## src/design/tbl_pkg.sv

```systemverilog
// Package with register map, field layout and shared types of the table access unit
package tbl_pkg;
  // APB register byte addresses
  localparam logic [7:0] LatchAddr    = 8'h00;
  localparam logic [7:0] PtrLowAddr   = 8'h04;
  localparam logic [7:0] PtrHighAddr  = 8'h08;
  localparam logic [7:0] PtrUpperAddr = 8'h0C;
  localparam logic [7:0] ControlAddr  = 8'h10;
  localparam logic [7:0] CommandAddr  = 8'h14;
  // Control register bit positions
  localparam int ReadStrobeBit   = 0;
  localparam int SpaceSelectBit  = 7;
  // Command register fields
  localparam int CmdGoBit  = 4;
  localparam int CmdWriteBit = 2;
  localparam int CmdOpLsb  = 0;
  // Pointer geometry
  localparam int PtrWidth     = 22;
  localparam int LowPtrWidth  = 21;
  localparam int HoldSelWidth = 3;
  localparam int EraseLsb     = 6;
  localparam int WriteLsb     = 3;
  // Reset values
  localparam logic [7:0]  LatchReset = 8'h00;
  localparam logic [21:0] PtrReset   = 22'h000000;

  // Table instruction pointer modes
  typedef enum logic [1:0] {
    PtrKeep,
    PtrPostInc,
    PtrPostDec,
    PtrPreInc
  } ptr_mode_e;

  // Request toward program or configuration memory
  typedef struct packed {
    logic        readEn;
    logic [21:0] readAddr;
    logic        holdWrEn;
    logic [2:0]  holdSel;
    logic [7:0]  holdData;
    logic [18:0] writeBlock;
    logic [15:0] eraseBlock;
  } mem_req_s;
endpackage

```

## src/design/program_memory_table_access.sv

```systemverilog
// Table pointer, table latch and read strobe logic with an APB register slave
`timescale 1ns/1ps
// Summary of operation
// RQ1: Read strobe reads once, then self-clears.
// RQ2: Software can only set read strobe.
// RQ3: Strobe refused while program space selected.
// RQ4: Eight-bit table latch holds moved byte.
// RQ5: Pointer joins upper, high, low: 22 bits.
// RQ6: Low 21 bits address program bytes.
// RQ7: Bit 21 reaches ID and configuration space.
// RQ8: Auto updates touch only low 21 bits.
// RQ9: Table read uses all 22 pointer bits.
// RQ10: Pointer bits 2:0 pick holding register.
// RQ11: Bits 21:3 pick 8-byte write block.
// RQ12: Bits 21:6 pick 64-byte erase block.
// RQ13: Plain form keeps pointer unchanged.
// RQ14: Post-increment: access then add one.
// RQ15: Post-decrement: access then subtract one.
// RQ16: Pre-increment: add one, then access.
// RQ17: One byte per table read.
// RQ18: Pointer bit 0 picks word byte.
// RQ19: Low field wraps modulo two to 21.
module program_memory_table_access (
  // Clock and reset
  input  wire logic               clock,
  input  wire logic               rst,
  // APB slave
  input  wire logic               psel,
  input  wire logic               penable,
  input  wire logic               pwrite,
  input  wire logic [7:0]         paddr,
  input  wire logic [31:0]        pwdata,
  output logic      [31:0]        prdata,
  output logic                    pready,
  output logic                    pslverr,
  // Program memory word read port, combinational, same cycle
  output tbl_pkg::mem_req_s       memReq,
  input  wire logic [15:0]        memWord,
  // Flash sequencer hooks
  output logic                    configSpace,
  output logic                    readBusy
);

  logic [7:0]  latch_q;
  logic [21:0] ptr_q;
  logic        strobe_q;
  logic        spaceSel_q;
  logic [21:0] accessAddr;
  logic [20:0] lowInc;
  logic [20:0] lowDec;
  logic        wrEn;
  logic        rdEn;
  logic        cmdGo;
  logic        cmdWrite;
  tbl_pkg::ptr_mode_e cmdMode;
  logic        tableRead;
  logic        tableWrite;
  logic        strobeRead;
  logic [7:0]  readByte;

  // APB decode; zero wait states
  assign wrEn     = psel && penable && pwrite;
  assign rdEn     = psel && !penable && !pwrite;
  assign pready   = 1'b1;
  assign cmdGo    = wrEn && paddr == tbl_pkg::CommandAddr && pwdata[tbl_pkg::CmdGoBit];
  assign cmdWrite = pwdata[tbl_pkg::CmdWriteBit];
  assign cmdMode  = tbl_pkg::ptr_mode_e'(pwdata[tbl_pkg::CmdOpLsb +: 2]);
  assign tableRead  = cmdGo && !cmdWrite;
  assign tableWrite = cmdGo && cmdWrite;
  assign strobeRead = strobe_q;

  // Unmapped addresses answer with an error
  always_comb begin
    case (paddr)
      tbl_pkg::LatchAddr, tbl_pkg::PtrLowAddr, tbl_pkg::PtrHighAddr,
      tbl_pkg::PtrUpperAddr, tbl_pkg::ControlAddr, tbl_pkg::CommandAddr: pslverr = 1'b0;
      default: pslverr = psel && penable;
    endcase
  end

  // Low field wraps inside 21 bits, top bit untouched
  assign lowInc = ptr_q[20:0] + 21'h000001; // [RQ8] [RQ19]
  assign lowDec = ptr_q[20:0] - 21'h000001; // [RQ8] [RQ19]

  // Access address: pre-increment uses the updated pointer
  always_comb begin
    accessAddr = ptr_q; // [RQ14] [RQ15]
    if (cmdGo && cmdMode == tbl_pkg::PtrPreInc) begin
      accessAddr = {ptr_q[21], lowInc}; // [RQ16]
    end
  end

  // Byte select out of the fetched word
  assign readByte = accessAddr[0] ? memWord[15:8] : memWord[7:0]; // [RQ18]

  // Request to memory: read, holding register write, block addresses
  always_comb begin
    memReq            = '0;
    memReq.readEn     = tableRead || strobeRead;
    memReq.readAddr   = accessAddr; // [RQ9] [RQ7] [RQ6]
    memReq.holdWrEn   = tableWrite;
    memReq.holdSel    = accessAddr[2:0]; // [RQ10]
    memReq.holdData   = latch_q;
    memReq.writeBlock = ptr_q[21:3]; // [RQ11]
    memReq.eraseBlock = ptr_q[21:6]; // [RQ12]
  end

  assign configSpace = ptr_q[21]; // [RQ7]
  assign readBusy    = strobe_q;

  // Table latch: one byte per read
  always_ff @(posedge clock or posedge rst) begin
    if (rst) begin
      latch_q <= tbl_pkg::LatchReset;
    end else if (tableRead || strobeRead) begin
      latch_q <= readByte; // [RQ17] [RQ4]
    end else if (wrEn && paddr == tbl_pkg::LatchAddr) begin
      latch_q <= pwdata[7:0]; // [RQ4]
    end
  end

  // Pointer: byte writes and table instruction updates
  always_ff @(posedge clock or posedge rst) begin
    if (rst) begin
      ptr_q <= tbl_pkg::PtrReset;
    end else if (cmdGo) begin
      case (cmdMode)
        tbl_pkg::PtrKeep:    ptr_q <= ptr_q; // [RQ13]
        tbl_pkg::PtrPostInc: ptr_q <= {ptr_q[21], lowInc}; // [RQ14]
        tbl_pkg::PtrPostDec: ptr_q <= {ptr_q[21], lowDec}; // [RQ15]
        tbl_pkg::PtrPreInc:  ptr_q <= {ptr_q[21], lowInc}; // [RQ16]
        default:             ptr_q <= ptr_q;
      endcase
    end else if (wrEn) begin
      case (paddr)
        tbl_pkg::PtrLowAddr:   ptr_q[7:0]   <= pwdata[7:0]; // [RQ5]
        tbl_pkg::PtrHighAddr:  ptr_q[15:8]  <= pwdata[7:0]; // [RQ5]
        tbl_pkg::PtrUpperAddr: ptr_q[21:16] <= pwdata[5:0]; // [RQ5]
        default:               ptr_q        <= ptr_q;
      endcase
    end
  end

  // Space select bit, plain read/write
  always_ff @(posedge clock or posedge rst) begin
    if (rst) begin
      spaceSel_q <= 1'b0;
    end else if (wrEn && paddr == tbl_pkg::ControlAddr) begin
      spaceSel_q <= pwdata[tbl_pkg::SpaceSelectBit];
    end
  end

  // Read strobe: set-only by software, cleared after one cycle
  always_ff @(posedge clock or posedge rst) begin
    if (rst) begin
      strobe_q <= 1'b0;
    end else if (strobe_q) begin
      strobe_q <= 1'b0; // [RQ1]
    end else if (wrEn && paddr == tbl_pkg::ControlAddr && pwdata[tbl_pkg::ReadStrobeBit]
                 && !spaceSel_q && !pwdata[tbl_pkg::SpaceSelectBit]) begin
      strobe_q <= 1'b1; // [RQ2] [RQ3]
    end
  end

  // Read data mux, registered in the setup cycle
  always_ff @(posedge clock or posedge rst) begin
    if (rst) begin
      prdata <= 32'h00000000;
    end else if (rdEn) begin
      case (paddr)
        tbl_pkg::LatchAddr:    prdata <= {24'h000000, latch_q};
        tbl_pkg::PtrLowAddr:   prdata <= {24'h000000, ptr_q[7:0]};
        tbl_pkg::PtrHighAddr:  prdata <= {24'h000000, ptr_q[15:8]};
        tbl_pkg::PtrUpperAddr: prdata <= {26'h0000000, ptr_q[21:16]};
        tbl_pkg::ControlAddr:  prdata <= {24'h000000, spaceSel_q, 6'h00, strobe_q};
        default:               prdata <= 32'h00000000;
      endcase
    end
  end
endmodule

```

## config.mk

```make
export PLATFORM = sky130hd
export DESIGN_NAME = program_memory_table_access
export DESIGN_NICKNAME = d
export VERILOG_FILES = /design/src/design/tbl_pkg.sv /design/src/design/program_memory_table_access.sv
export SDC_FILE = /design/constraint.sdc
export NUM_CORES = 1
export LEC_CHECK = 0
export ABC_AREA = 1
export BUFFER_PORTS_ARGS = -buffer_cell sky130_fd_sc_hd__buf_4
export CELL_PAD_IN_SITES_DETAIL_PLACEMENT = 1
export CELL_PAD_IN_SITES_GLOBAL_PLACEMENT = 1
export CORE_MARGIN = 2
export CORE_UTILIZATION = 33
export DETAILED_ROUTE_END_ITERATION = 8
export GPL_ROUTABILITY_DRIVEN = 0
export GPL_TIMING_DRIVEN = 0
export PLACE_DENSITY_LB_ADDON = 0.12
export SETUP_SLACK_MARGIN = 0.2
export SYNTH_ARGS = -nofsm -noshare
export SYNTH_HDL_FRONTEND = slang
export SYNTH_SLANG_ARGS = --single-unit
```

## constraint.sdc

```tcl
create_clock -name clock -period 2.2 [get_ports clock]
set_input_delay 0.22 -clock clock [delete_from_list [all_inputs] [get_ports clock]]
set_output_delay 0.22 -clock clock [all_outputs]
set_load 0.1 [all_outputs]
```

==> results by group <==
Outcome
  – Status: complete, but fails checks
  – Failing checks: negative setup slack

Pwr
  – Max rail drop VDD: 0.000287 V
  – PnR Total Power: around 2.6 mW
  – Leakage: 3.74 nW
  – Power Density: roughly 360 nW/µm²

Floorplanning
  – Initial Util: about a third
  – # IOs: 167
  – Rows: 41
  – Die Span Y: ~120 µm
  – Die width: 119 µm
  – Core area: 12800 µm²
  – Die area: 14100 µm²

GRT
  – First-pass GRT wire length: 30.0 mm
  – Largest net degree at the start of global routing: a little over 40
  – Via count of the first global-routing pass: 5753
  – Gr ovfl total: 0
  – Initial antenna violation count: 0
  – All-Layer GR Usage: 26.9%

STA
  – Hold_ws: 0.126 ns
  – Final Cycle Share: 102%
  – Slew Limit Fails: 0
  – Worst setup margin: -0.0409 ns
  – Slew headroom: 39.3%
  – Min Clock Period, post-route: 2.24 ns
  – Layout Skew: 0.00680 ns
  – Final Hold Viols: 0
  – # setup viols final: 4
  – F_max: 446 MHz
  – Slew at the pin closest to its max-slew limit: 0.909 ns
  – Unrepaired setup endpoints after global routing: true

CTS
  – CTS H-Tree Depth: 2
  – Root Driver: clkbuf_16
  – CTS tree: done
  – Worst-Skew Late Latency: 0.30 ns
  – Clk sinks: 40
  – CTS buffer count: 5
  – Clock Path Buffers: 2
  – Clk pin slew, worst setup/hold paths: 0.07 ns

Cells and area
  – Synth-to-Final Area Change: 65.3%
  – Final Cell Area: roughly 7200 µm²
  – Reg area: 1010 µm²
  – Final nets: around 1.0k
  – Fillers: around 1.6k
  – Layout cell share with drive strength beyond 1: 42.2%
  – Diode count: 0
  – Layout Cells excl Fill: 1136
  – Multi-input gate area: 3080 µm²

Detailed routing
  – 1st-pass router iterations: 5
  – Avg WL per Cell: 19.0 µm
  – Via Count: between 5k and 6k
  – DRT iter0 DRCs: 484
  – DRT antenna net count: 0
  – Vias per cell: approximately 5.2
  – WL final: 21.6 mm
  – DRC violations left: 0

Logic synthesis
  – Commonest cells in the netlist: nand2_1, nor2_1, nand3_1
  – Area share of the largest cell type after synthesis: 23.0%
  – Number of flops mapped to enable cells by yosys: 0
  – Yosys warns: 0
  – Count leader, synth: nand2_1
  – Gate count after technology mapping: 738
  – Proportion of synthesized chip area in sequential cells: between 20% and 30%
  – Post-synthesis cell area: around 4400 µm²
  – Avg Cell Area, Syn: 5.91 µm²
  – Top FF cell, synth: dfrtp_1
  – Cell taking the most area after synthesis: dfrtp_1
  – Yosys cell types: 42
  – Synth top area cells: dfrtp_1, nand2_1, buf_4
  – Synth Register Bits: 40
  – Ys async rst share: 100%

Placed design
  – DP Area: 5660 µm²
  – DP Wirelength: 14.1 mm
  – Dpl cells: roughly 1.1k
  – Port Buffers: 117

Worst setup path
  – Data arrival time of the critical path: just over 2 ns
  – CP endpoint: memReq[58]
  – CP Max Fanout: 7
  – Critical path startpoint: ptr_q[9]
  – CP Data Required Time: 1.98 ns
  – Worst R2R Path Depth: 13
  – Reg2Reg Setup Slack: -0.02 ns
  – RR Startpoint: ptr_q[9]
  – CP Capture Type: primary output
  – Critical path type: flop to primary output
  – Reg-to-reg endpoint: ptr_q[16]
  – CP Launch Type: flop

Hold path
  – Hold WC Path Type: primary input to asynchronous set/reset pin

Job
  – Max Cap Viol: 0
-- metrics by stage --
step           utilization [%]  setup WS, ns  TNS [ns]
2_1_floorplan                -        -0.147    -0.664
3_3_place_gp              44.3        -0.113    -0.669
3_5_place_dp              44.3        -0.161     -1.26
4_1_cts                   52.2        0.0707         0
5_1_grt                   56.4        -0.124    -0.753
6_report                  56.4       -0.0409   -0.0976
-- worst min path at each step --
stage                    start  slack (ns)  cells after the start        end
floorplan            pwdata[5]        0.37                      1  ptr_q[21]
global placement    spaceSel_q        0.45                      1   readBusy
detailed placement    readBusy        0.47                      1   readBusy
CTS                        rst        0.17                      2  ptr_q[19]
global route               rst        0.20                      2  ptr_q[19]
finish                     rst        0.13                      2  ptr_q[19]
-- kinds of logic after synthesis --
logic type,share of synthesized area [%]
and+or+nand+nor,42.8
xor gates and xnor gates,2.61
adders and majority gates,0.574
AOI/OAI and AO/OA,10.0
DFF,23.0
muxes,0.258
buffers and inverters,20.6
other,0.172
-- layer usage --
metal | share of wire [%] | GRT usage [%] | vias up
li1 | - | - | 2690
met1 | 37 | 31.2 | 2830
met2 | 51 | 47.7 | 317
met3 | 7.3 | 5.12 | 90
met4 | 4.9 | 11.8 | 0
met5 | 0 | 0 | -
-- registers in the layout, indices dropped and copies added (netlist names) --
register	flops
readBusy	1
ptr_q	22
spaceSel_q	1
latch_q	8
prdata	8
-- final cells by class --
cell class              instances  area share, %
clock inverters                 3          0.330
well taps                     172           2.99
plain buffers                  86           9.68
repair buffers                195           24.1
inverters                      81           4.48
flip-flops and latches         40           14.0
multi-input cells             554           42.7
clock buffers                   5           1.74
-- critical path: stages, from the launching register on --
cell and delay, ns:
dfrtp_1 0.39, buf_6 0.15, buf_4 0.12, nand4_1 0.26, buf_4 0.26, o21ai_2 0.22
a31oi_4 0.13, buf_12 0.18
-- layout by cell type (no fill, tap or decap), drive strengths merged --
| cell type | count |
|---|---|
| ha | 2 |
| clkinvlp | 5 |
| nor2 | 109 |
| clkinv | 4 |
| o211ai | 1 |
| o21a | 1 |
| nand3 | 81 |
| conb | 25 |
| o21ai | 47 |
| a21boi | 3 |
| dfrtp | 40 |
| xor2 | 12 |
| nand4 | 8 |
| a31oi | 7 |
| inv | 75 |
| a21oi | 15 |
| buf | 276 |
| o22ai | 2 |
| xnor2 | 1 |
| nor4 | 1 |
| o2111ai | 2 |
| nand2 | 231 |
| nand3b | 1 |
| mux2 | 1 |
| clkbuf | 10 |
| nor3 | 4 |
-- where the power goes --
part	total, mW	internal, mW	leakage (nW)	switching (mW)
Clock	0.778	0.423	0.0660	0.354
Combinational	1.04	0.273	3.17	0.766
Sequential	0.781	0.758	0.507	0.0237
Total	2.60	1.45	3.74	1.14
-- what timing repair did --
| action | CTS | global route |
|---|---|---|
| buffers inserted | 52 | 26 |
| pin swaps | 16 | 29 |
| setup endpoints to repair | 30 | 35 |
| hold buffers | 0 | 0 |
| gates resized for setup | 133 | 83 |
Note: power is estimated with default switching activity, not from simulation.
